$ cat src/dpm_consts.svh
/*
 * Constants of the digital debug probe multiplexer: register offsets,
 * field positions, group codes, signal-select codes and pin codes.
 * Assumes inclusion by the package and the design modules by bare name.
 */
`ifndef DPM_CONSTS_SVH
`define DPM_CONSTS_SVH

// Register offsets on the plain register port
`define DPM_ADDR_ENABLE     8'h00
`define DPM_ADDR_CONFIG     8'h04
`define DPM_ADDR_RELEASE    8'h08
`define DPM_ADDR_STATUS     8'h0C
`define DPM_ADDR_SLOT0      8'h10
`define DPM_ADDR_SLOT1      8'h14
`define DPM_ADDR_SLOT2      8'h18
`define DPM_ADDR_SLOT3      8'h1C

// Field positions of the configuration word
`define DPM_CFG_GROUP_MSB   15
`define DPM_CFG_GROUP_LSB   8
`define DPM_CFG_PIN_MSB     7
`define DPM_CFG_PIN_LSB     4
`define DPM_CFG_SEL_MSB     3
`define DPM_CFG_SEL_LSB     0

// Group codes of the first command byte
`define DPM_GRP_CLOCK       8'h01
`define DPM_GRP_TXENC       8'h1B
`define DPM_GRP_TIMER       8'h1D
`define DPM_GRP_CARD        8'h30
`define DPM_GRP_TRX         8'h58
`define DPM_GRP_RXDATA      8'h70
`define DPM_GRP_RXERR       8'h73

// Signal-select value that puts out the carrier clock in every group
`define DPM_SEL_CARRIER     4'h8

// Pin codes of the high nibble of the position byte
`define DPM_PIN_IRQ         4'h0
`define DPM_PIN_GPO_ONE     4'h1
`define DPM_PIN_SPARE_TWO   4'h2
`define DPM_PIN_SPARE_ONE   4'h3
`define DPM_NUM_PINS        4

// Reset values
`define DPM_RST_ENABLE      1'h0
`define DPM_RST_CFG         8'h00

`endif

$ cat src/dpm_pkg.sv
/*
 * Types of the digital debug probe multiplexer.
 * Assumes dpm_consts.svh is on the include path.
 */
`include "dpm_consts.svh"

package dpm_pkg;

	typedef enum logic [7:0] {
		DPM_GRP_CLOCK_E  = `DPM_GRP_CLOCK,
		DPM_GRP_TXENC_E  = `DPM_GRP_TXENC,
		DPM_GRP_TIMER_E  = `DPM_GRP_TIMER,
		DPM_GRP_CARD_E   = `DPM_GRP_CARD,
		DPM_GRP_TRX_E    = `DPM_GRP_TRX,
		DPM_GRP_RXDATA_E = `DPM_GRP_RXDATA,
		DPM_GRP_RXERR_E  = `DPM_GRP_RXERR
	} dpm_grp_e;

	typedef logic [7:0] dpm_sigs_t;

	typedef struct packed {
		logic                  enable;
		logic [3:0]            valid;
		logic [3:0][7:0]       grp;
		logic [3:0][3:0]       sel;
		logic [3:0]            level;
		logic [3:0]            oe;
		logic [15:0]           rdata;
	} dpm_state_s;

endpackage : dpm_pkg

$ cat src/dpm_top.sv
/*
 * Digital debug probe multiplexer: routes up to four selected internal
 * debug signals to the interrupt, general output and spare pins.
 * Assumes a host that writes configuration words over the register port,
 * and debug signal vectors synchronous to CLOCK_IN.
 */
// Chosen here: the address map and strobed register access.
`timescale 1ns/10ps
`include "dpm_consts.svh"

module dpm_top (
	input  wire logic              CLOCK_IN,       // Core clock, 10 MHz
	input  wire logic              SYS_RST_IN,     // Async reset, high
	input  wire logic [7:0]        ADDR_IN,        // Register address
	input  wire logic [15:0]       WDATA_IN,       // Write data
	input  wire logic              WR_IN,          // Write strobe
	input  wire logic              RD_IN,          // Read strobe
	output logic [15:0]            RDATA_OUT,      // Read data, next cycle
	input  wire dpm_pkg::dpm_sigs_t CLK_SIGS_IN,   // Clock group
	input  wire dpm_pkg::dpm_sigs_t TXENC_SIGS_IN, // Transmit encoder group
	input  wire dpm_pkg::dpm_sigs_t TIMER_SIGS_IN, // Timer group
	input  wire dpm_pkg::dpm_sigs_t CARD_SIGS_IN,  // Card-mode group
	input  wire dpm_pkg::dpm_sigs_t TRX_SIGS_IN,   // Transceive group
	input  wire dpm_pkg::dpm_sigs_t RXDATA_SIGS_IN,// Receiver data group
	input  wire dpm_pkg::dpm_sigs_t RXERR_SIGS_IN, // Receiver error group
	input  wire logic              CARRIER_IN,     // Carrier clock level
	output logic [3:0]             PROBE_PIN_OUT,  // Pin levels, by code
	output logic [3:0]             PROBE_OE_OUT    // Pin drive enables
);
	import dpm_pkg::*;

	dpm_state_s s;
	dpm_state_s next_s;
	logic [3:0] probe_bit;
	logic [3:0] probe_rsv;
	logic [3:0] cfg_pin;

	assign cfg_pin = WDATA_IN[`DPM_CFG_PIN_MSB:`DPM_CFG_PIN_LSB];

	genvar gi;
	generate
		for (gi = 0; gi < `DPM_NUM_PINS; gi = gi + 1) begin : g_probe
			dpm_probe_sel u_sel (
				.grp_in     (s.grp[gi]),
				.sel_in     (s.sel[gi]),
				.clk_in     (CLK_SIGS_IN),
				.txenc_in   (TXENC_SIGS_IN),
				.timer_in   (TIMER_SIGS_IN),
				.card_in    (CARD_SIGS_IN),
				.trx_in     (TRX_SIGS_IN),
				.rxdata_in  (RXDATA_SIGS_IN),
				.rxerr_in   (RXERR_SIGS_IN),
				.carrier_in (CARRIER_IN),
				.bit_out    (probe_bit[gi]),
				.rsv_out    (probe_rsv[gi])
			);
		end
	endgenerate

	always_comb begin
		next_s       = s;
		next_s.rdata = 16'h0000;
		if (WR_IN) begin
			case (ADDR_IN)
				`DPM_ADDR_ENABLE: begin
					next_s.enable = WDATA_IN[0];
				end
				`DPM_ADDR_CONFIG: begin
					// Unknown pin codes are dropped; no probe changes
					if (cfg_pin < 4'(`DPM_NUM_PINS)) begin
						next_s.grp[cfg_pin[1:0]] =
							WDATA_IN[`DPM_CFG_GROUP_MSB:`DPM_CFG_GROUP_LSB];
						next_s.sel[cfg_pin[1:0]] =
							WDATA_IN[`DPM_CFG_SEL_MSB:`DPM_CFG_SEL_LSB];
						next_s.valid[cfg_pin[1:0]] = 1'b1;
					end
				end
				`DPM_ADDR_RELEASE: begin
					next_s.valid = s.valid & ~WDATA_IN[3:0];
				end
				default: begin
				end
			endcase
		end
		if (RD_IN) begin
			case (ADDR_IN)
				`DPM_ADDR_ENABLE:  next_s.rdata = {15'h0000, s.enable};
				`DPM_ADDR_STATUS:  next_s.rdata = {s.valid, probe_rsv,
					s.oe, s.level};
				`DPM_ADDR_SLOT0:   next_s.rdata = {s.grp[0], 4'h0, s.sel[0]};
				`DPM_ADDR_SLOT1:   next_s.rdata = {s.grp[1], 4'h1, s.sel[1]};
				`DPM_ADDR_SLOT2:   next_s.rdata = {s.grp[2], 4'h2, s.sel[2]};
				`DPM_ADDR_SLOT3:   next_s.rdata = {s.grp[3], 4'h3, s.sel[3]};
				default:           next_s.rdata = 16'h0000;
			endcase
		end
		// Reserved picks hold the pin low but still driven
		next_s.oe    = {4{s.enable}} & s.valid;
		next_s.level = {4{s.enable}} & s.valid & probe_bit;
	end

	always_ff @(posedge CLOCK_IN or posedge SYS_RST_IN) begin
		if (SYS_RST_IN) begin
			s        <= '0;
			s.enable <= `DPM_RST_ENABLE;
		end else begin
			s <= next_s;
		end
	end

	assign RDATA_OUT     = s.rdata;
	assign PROBE_PIN_OUT = s.level;
	assign PROBE_OE_OUT  = s.oe;

	logic live0;
	logic cfg_wr;
	assign live0  = s.enable && s.valid[0];
	assign cfg_wr = WR_IN && ADDR_IN == `DPM_ADDR_CONFIG;
endmodule : dpm_top

$ cat src/dpm_probe_sel.sv
/*
 * One probe selector: picks one debug signal by group code and
 * signal-select nibble. Purely combinational.
 * Assumes the signal vectors are synchronous to the core clock.
 */
`timescale 1ns/10ps
`include "dpm_consts.svh"

module dpm_probe_sel (
	input  wire logic [7:0]        grp_in,      // Group code
	input  wire logic [3:0]        sel_in,      // Signal-select nibble
	input  wire dpm_pkg::dpm_sigs_t clk_in,     // Clock group
	input  wire dpm_pkg::dpm_sigs_t txenc_in,   // Transmit encoder group
	input  wire dpm_pkg::dpm_sigs_t timer_in,   // Timer group
	input  wire dpm_pkg::dpm_sigs_t card_in,    // Card-mode group
	input  wire dpm_pkg::dpm_sigs_t trx_in,     // Transceive group
	input  wire dpm_pkg::dpm_sigs_t rxdata_in,  // Receiver data group
	input  wire dpm_pkg::dpm_sigs_t rxerr_in,   // Receiver error group
	input  wire logic              carrier_in,  // Carrier clock level
	output logic                   bit_out,     // Selected level
	output logic                   rsv_out      // Reserved selection
);
	import dpm_pkg::*;

	dpm_sigs_t vec;
	logic [7:0] usable;
	logic       known;

	always_comb begin
		vec    = '0;
		usable = 8'h00;
		known  = 1'b1;
		case (grp_in)
			`DPM_GRP_CLOCK: begin
				vec    = clk_in;
				usable = 8'hFF;
			end
			`DPM_GRP_TXENC: begin
				vec    = txenc_in;
				usable = 8'h03;
			end
			`DPM_GRP_TIMER: begin
				vec    = timer_in;
				usable = 8'hFC;
			end
			`DPM_GRP_CARD: begin
				vec    = card_in;
				usable = 8'hFF;
			end
			`DPM_GRP_TRX: begin
				vec    = trx_in;
				usable = 8'hFF;
			end
			`DPM_GRP_RXDATA: begin
				vec    = rxdata_in;
				usable = 8'hFF;
			end
			`DPM_GRP_RXERR: begin
				vec    = rxerr_in;
				usable = 8'hC7;
			end
			default: begin
				known = 1'b0;
			end
		endcase
		rsv_out = 1'b1;
		bit_out = 1'b0;
		if (known && sel_in == `DPM_SEL_CARRIER) begin
			rsv_out = 1'b0;
			bit_out = carrier_in;
		end else if (known && !sel_in[3] && usable[sel_in[2:0]]) begin
			rsv_out = 1'b0;
			bit_out = vec[sel_in[2:0]];
		end
	end

endmodule : dpm_probe_sel

$ cat config.mk
export PLATFORM = sky130hd
export DESIGN_NAME = dpm_top
export DESIGN_NICKNAME = d
export VERILOG_FILES = /design/src/dpm_pkg.sv /design/src/dpm_top.sv /design/src/dpm_probe_sel.sv
export VERILOG_INCLUDE_DIRS = /design/src
export SDC_FILE = /design/constraint.sdc
export NUM_CORES = 1
export LEC_CHECK = 0
export BUFFER_PORTS_ARGS = -buffer_cell sky130_fd_sc_hd__buf_2
export CORE_MARGIN = 3
export CORE_UTILIZATION = 42
export CTS_BUF_LIST = sky130_fd_sc_hd__clkbuf_8
export CTS_CLUSTER_SIZE = 8
export DETAILED_ROUTE_END_ITERATION = 10
export PLACE_DENSITY = 0.73
export SLEW_MARGIN = 20
export SYNTH_ARGS = -nofsm -noshare
export SYNTH_HDL_FRONTEND = slang
export SYNTH_SLANG_ARGS = --single-unit
$ cat constraint.sdc
create_clock -name CLOCK_IN -period 2.55 [get_ports CLOCK_IN]
set_clock_uncertainty 0.1 [all_clocks]
set_input_delay 0 -clock CLOCK_IN [delete_from_list [all_inputs] [get_ports CLOCK_IN]]
set_output_delay 0 -clock CLOCK_IN [all_outputs]
set_load 0.1 [all_outputs]
==> results of run 1 <==
[repair_timing]
action | CTS | global route
setup endpoints to repair | 4 | 6
endpoints found under the hold margin | 137 | 0
gates resized for setup | 11 | 51
pin swaps | 0 | 6
cloned | 0 | 0
setup buffers | 0 | 4
hold buffers | 17 | 0
[critical path, stage by stage (launching register included)]
cell and delay (ps):
dfrtp_2 480, buf_4 260, mux2i_1 280, o2bb2ai_2 100, a2111oi_4 300, nor4b_1 100
or4_1 530, a32o_1 220
[routing by layer]
layer	global-route usage	routed length, um	vias to the layer above
li1	-	-	2714
met1	0.397	9550	3119
met3	0.0814	2580	87
met2	0.487	11400	387
met4	0.101	964	4
met5	0	27	-
[worst max-delay path by stage]
stage,cells past startpoint,startpoint,end
4_1_cts,6,flop,PROBE_PIN_OUT[2]$_DFF_PP0_
6_report,7,flop,PROBE_PIN_OUT[2]$_DFF_PP0_
2_1_floorplan,7,flop,PROBE_PIN_OUT[2]$_DFF_PP0_
5_1_grt,9,flop,PROBE_PIN_OUT[3]$_DFF_PP0_
3_3_place_gp,7,flop,PROBE_PIN_OUT[2]$_DFF_PP0_
3_5_place_dp,8,flop,PROBE_PIN_OUT[2]$_DFF_PP0_
[where the power goes]
group	leakage [nW]	internal, mW	switching (mW)	total (mW)
sequential	1.03	1.23	0.0104	1.24
combinational	2.21	0.115	0.206	0.321
clock	0.0797	0.356	0.494	0.850
[final cells by class]
cell class	count	area (sq um)
clock inverter	7	51.3
tap	176	220
sequential	77	1940
clock buffer	9	124
timing repair buffer	212	1430
inverter	12	46.3
multi-input combinational	452	3890
fill	1177	5860
[layout by cell type, fill, tap and decap left out, drive strengths merged, types with 5 or more instances in the layout]
master and instances:
nor4bb 6, mux4 13, nand3 27, a32oi 6, nand2b 9, o2bb2ai 11, a221oi 18, o21ai 19
nor2b 10, a22oi 46, nor4b 11, mux2 47, nor4 11, buf 195, nor3 8, or4 5
mux2i 18, nand2 24, nand3b 6, a2111oi 10, inv 14, a31oi 6, nor2 28, dfrtp 77
a22o 9, and2 11, dlygate4sd3 17, a21oi 16, and3 13, a221o 7, clkbuf 9, nand4 6
[kinds of logic (layout without fill, tap and decap cells)]
family / after synthesis / count (layout) / share of synthesized area
mux: 78 / 78 / 0.173
xor+xnor: 1 / 1 / 0.00147
compound gates: 175 / 175 / 0.221
buf+inv: 78 / 240 / 0.0677
simple gates: 198 / 198 / 0.214
flops: 77 / 77 / 0.323
[stage by stage]
step / area, sq um / TNS (ps)
floorplan: 5970 / 0
global placement: 7050 / -245
detailed placement: 7050 / -227
CTS: 7420 / -8.71
global route: 7700 / -107
finish: 7700 / 0
==> metrics.csv, run 1 <==
stage;metric;value;unit
global_routing;grt_util_all_layers;0.302;
sta;finalWorstSetupSlack;67.6;ps
placement;dp_hpwl;18.6;mm
routing;ant_nets;0;
critical_path;endpoint_kind;flop;
floorplanning;io_pins;109;
global_routing;grt_max_degree;78;
floorplanning;die_width;125;um
floorplanning;start_util;0.440;
critical_path;crit_required;2700;ps
synthesis;synth_cell_types;71;
clock_network;htreeDepth;3;
global_routing;antenna_found_initial;2;
routing;routed_wl;24.5;mm
min_path;whs_endpoint;RDATA_OUT[0]$_DFF_PP0_;
power_and_ir_drop;ir_drop;0.385;mV
sta;fin_crit_sh;0.973;
sta;worstMarginPinSlew;566;ps
placement;place_ws;-163;ps
placement;port_buffers;108;
placement;place.gp.congestion;1.01;
power_and_ir_drop;leakage;3.33;nW
cells_and_area;drive_gt1_frac;0.427;
min_path;worstHoldStart;ADDR_IN[0];
job;cap_violations;0;
sta;fin_hold_ws;32.8;ps
synthesis;ys_top_cells_by_count;dfrtp_1 (77), a22oi_1 (46), mux2_2 (38);
synthesis;syn_nets;692;
clock_network;insertion_delay;360;ps
cells_and_area;area_delta_synth_final;28.9;%
power_and_ir_drop;finalPower;2.41;mW
clock_network;root_buffer;clkbuf_8;
synthesis;ys_ff_latch;77;
routing;via_per_inst;6.68;
routing;drt-pass1-iter-count;6;
synthesis;synth_area;5970;sq um
synthesis;yosysTopAreaCell;dfrtp_1;
placement;dp_cells;907;
clock_network;cts_tree;yes;
routing;wire_per_inst;25.9;um
global_routing;grt_pass1_wl;37.1;mm
clock_network;cts_buffers;9;
global_routing;grt-ovfl-total;0;
critical_path;path_class;reg2reg;
cells_and_area;fin_cells;945;
clock_network;clkTransAtPathRegs;90;ps
routing;drc;0;
synthesis;synth_most_common_cell;dfrtp_1;
synthesis;avgSynthCellArea;9.84;sq um
routing;drtIter0Drc;890;
synthesis;synth_edf_count;0;
sta;hold_viol_final;0;
floorplanning;die-area;15700;sq um
critical_path;crit_arrival;2640;ps
synthesis;synthCells;607;
critical_path;rr_worst_depth;7;
clock_network;clock_path_buffers;2;
floorplanning;core_area;13600;sq um
sta;setup_viol_count_final;0;
cells_and_area;nets;849;
floorplanning;placementRows;42;
critical_path;r2r_end;PROBE_PIN_OUT[2]$_DFF_PP0_;
synthesis;synth_top_area_frac;0.323;
min_path;hold_path.class;in2reg;
status;status;finished clean;
sta;layout_min_cycle_time;2480;ps
min_path;min_delay_path_depth;5;
clock_network;cts.sinks;77;
synthesis;synthTopCellsByArea;dfrtp_1 (32%), mux2_2 (7.2%), a22oi_1 (5.8%);
routing;vias;6311;
floorplanning;die_y;125;um
sta;drv_slew;0;
synthesis;async_reset_ff_frac;1.00;
power_and_ir_drop;powerDensity;313;nW/um^2
sta;maxSlewHeadroom;0.622;
synthesis;ys.flop_type;dfrtp_1;
critical_path;regToRegSetupSlack;70;ps
synthesis;yosys_warnings;0;
cells_and_area;fin_util;0.568;
critical_path;crit_fanout;8;
synthesis;ys_seq_area_frac;0.323;
critical_path;start_kind;flop;
cells_and_area;antennaDiodeCount;0;
sta;fmaxAchievable;403;MHz
global_routing;grt_pass1_vias;6280;
Note: power is estimated with default switching activity, not from simulation.
==> run 2, diff against run 1 <==
Settings changed: ABC_AREA from default to 1.
==> run 2 against run 1 <==
  * Clock power up 28%
  * Power up 9.9%
  * Sequential power about the same
  * Synthesized cell count up 74%
  * Combinational power about the same
  * Final cell count up 46%
  * Worst setup slack better by 260 ps
  * Utilization down 6.8 points
  * Worst hold slack about the same
  * Fmax up 12%
  * Critical path depth up 6
  * Largest cell class unchanged
==> metrics.csv, run 2 <==
stage;metric;value;unit
global_routing;grt-ovfl-total;0;
synthesis;avgSynthCellArea;6.39;sq um
floorplanning;placementRows;45;
clock_network;cts_resized;0;
job;cap_violations;0;
sta;finalWorstSetupSlack;331;ps
routing;drtIter0Drc;1057;
synthesis;ys.flop_type;dfrtp_1;
clock_network;clock_path_buffers;2;
global_routing;grt_max_degree;50;
clock_network;cts.sinks;77;
critical_path;start_kind;flop;
clock_network;cts_tree;yes;
cells_and_area;area_delta_synth_final;14.6;%
synthesis;ys_top_cells_by_count;nand2_1 (291), nand3_1 (193), nor2_1 (120);
routing;wire_per_inst;20.5;um
synthesis;yosys_warnings;0;
sta;fin_crit_sh;0.870;
min_path;worstHoldStart;ADDR_IN[3];
routing;routed_wl;28.4;mm
floorplanning;die-area;17700;sq um
synthesis;synth_most_common_cell;nand2_1;
clock_network;htreeDepth;3;
synthesis;synth_cell_types;30;
critical_path;crit_required;2750;ps
routing;vias;7927;
sta;fmaxAchievable;451;MHz
placement;port_buffers;108;
cells_and_area;antennaDiodeCount;0;
sta;worstMarginPinSlew;867;ps
critical_path;path_class;reg2reg;
cells_and_area;final_common_cell;nand2_1;
routing;via_per_inst;5.74;
synthesis;synthTopCellsByArea;dfrtp_1 (29%), nand2_1 (16%), nand3_1 (14%);
routing;ant_nets;0;
global_routing;antenna_found_initial;0;
routing;drc;0;
synthesis;syn_nets;1142;
critical_path;endpoint_kind;flop;
synthesis;async_reset_ff_frac;1.00;
sta;rsz0062_at_grt;no;
synthesis;yosysTopAreaCell;dfrtp_1;
cells_and_area;drive_gt1_frac;0.226;
routing;drt-pass1-iter-count;7;
power_and_ir_drop;ir_drop;0.231;mV
power_and_ir_drop;leakage;3.90;nW
floorplanning;core_area;15500;sq um
synthesis;ys_ff_latch;77;
synthesis;ys_seq_area_frac;0.285;
floorplanning;start_util;0.437;
cells_and_area;fin_cells;1381;
placement;dp_hpwl;22.7;mm
synthesis;synthCells;1057;
clock_network;insertion_delay;370;ps
global_routing;grt_pass1_wl;43.8;mm
clock_network;cts_buffers;9;
clock_network;clkTransAtPathRegs;80;ps
global_routing;grt_pass1_vias;7477;
critical_path;crit_arrival;2410;ps
status;status;finished clean;
floorplanning;die_width;133;um
sta;setup_viol_count_final;0;
cells_and_area;multi_input_area;4090;sq um
global_routing;grt_util_all_layers;0.319;
placement;place_ws;423;ps
floorplanning;die_y;133;um
critical_path;crit_fanout;12;
placement;place.gp.congestion;1.04;
cells_and_area;nets;1251;
cells_and_area;layout_common_cells;nand2_1 (291), nand3_1 (193), nor2_1 (120), buf_2 (108), dfrtp_1 (77);
floorplanning;io_pins;109;
synthesis;synth_top_area_frac;0.285;
synthesis;synth_edf_count;0;
cells_and_area;n_fill_cell;1629;
sta;maxSlewHeadroom;0.422;
cells_and_area;register_area;1930;sq um
sta;layout_min_cycle_time;2220;ps
synthesis;synth_area;6760;sq um
sta;drv_slew;0;
clock_network;root_buffer;clkbuf_8;
sta;hold_viol_final;0;
min_path;hold_path.class;in2reg;
power_and_ir_drop;powerDensity;342;nW/um^2
placement;dp_cells;1348;
sta;tns;0;ps
## run 2: area by class of cell
type	count	share of cell area
Sequential cell	77	0.249
Tap cell	211	0.0341
Timing Repair Buffer	146	0.112
Multi-Input combinational cell	835	0.527
Clock buffer	12	0.0213
Clock inverter	3	0.00872
Inverter	97	0.0472
## run 2: power breakdown
| part | switching, mW | total [mW] | internal (mW) |
|---|---|---|---|
| Clock | 0.459 | 1.09 | 0.626 |
| Combinational | 0.235 | 0.324 | 0.0895 |
| Sequential | 0.00914 | 1.24 | 1.23 |
| Total | 0.703 | 2.65 | 1.94 |
## run 2: logic make-up after synthesis
group / count (synthesis) / share of synthesized area
compound gates: 161 / 0.149
buf+inv: 145 / 0.111
flops: 77 / 0.285
simple gates: 674 / 0.456
## run 2: what timing repair did
action / CTS / global route
hold buffers: 18 / 0
endpoints found under the hold margin: 104 / 0
setup buffers: 0 / 0
## run 2: critical path: stages (launching register included)
cell     delay (ps)
dfrtp_1         390
inv_2            90
nand2_1         150
nor2_2          450
nand2_1         190
inv_1           130
nand2_1          50
nand2_1          60
nor2_1           50
nand2_1          70
nand3_1          70
nand3_1         140
nand3_1          80
a21oi_1         130
## run 2: worst paths after layout
| kind | to | slack, ps | cells past startpoint |
|---|---|---|---|
| hold reg to reg | s[72]$_DFFE_PP0P_ | 430 | 2 |
| setup / recovery | PROBE_PIN_OUT[1]$_DFF_PP0_ | 330 | 13 |
| setup reg to reg | PROBE_PIN_OUT[1]$_DFF_PP0_ | 330 | 13 |
| max in group asynchronous | RDATA_OUT[5]$_DFF_PP0_ | 1410 | 4 |
| min in group asynchronous | RDATA_OUT[14]$_DFF_PP0_ | 210 | 3 |
| hold / removal | RDATA_OUT[5]$_DFF_PP0_ | 30 | 5 |
## run 2: metrics by stage
step,instance area (sq um),power (mW),hold WS (ps),utilization
3_3_place_gp,7330,1.55,82.5,0.474
2_1_floorplan,6760,1.35,4.11,-
4_1_cts,7740,2.64,17.3,0.500
6_report,7740,2.65,32.4,0.500
3_5_place_dp,7330,1.55,85.8,0.474
5_1_grt,7740,2.72,58.7,0.500
## run 2: routing by layer
| layer | track usage | vias to the layer above | part of all wire |
|---|---|---|---|
| li1 | - | 3692 | - |
| met1 | 0.439 | 3689 | 0.40 |
| met2 | 0.503 | 462 | 0.45 |
| met3 | 0.0665 | 84 | 0.11 |
| met4 | 0.0999 | 0 | 0.035 |
| met5 | 0 | - | 0 |
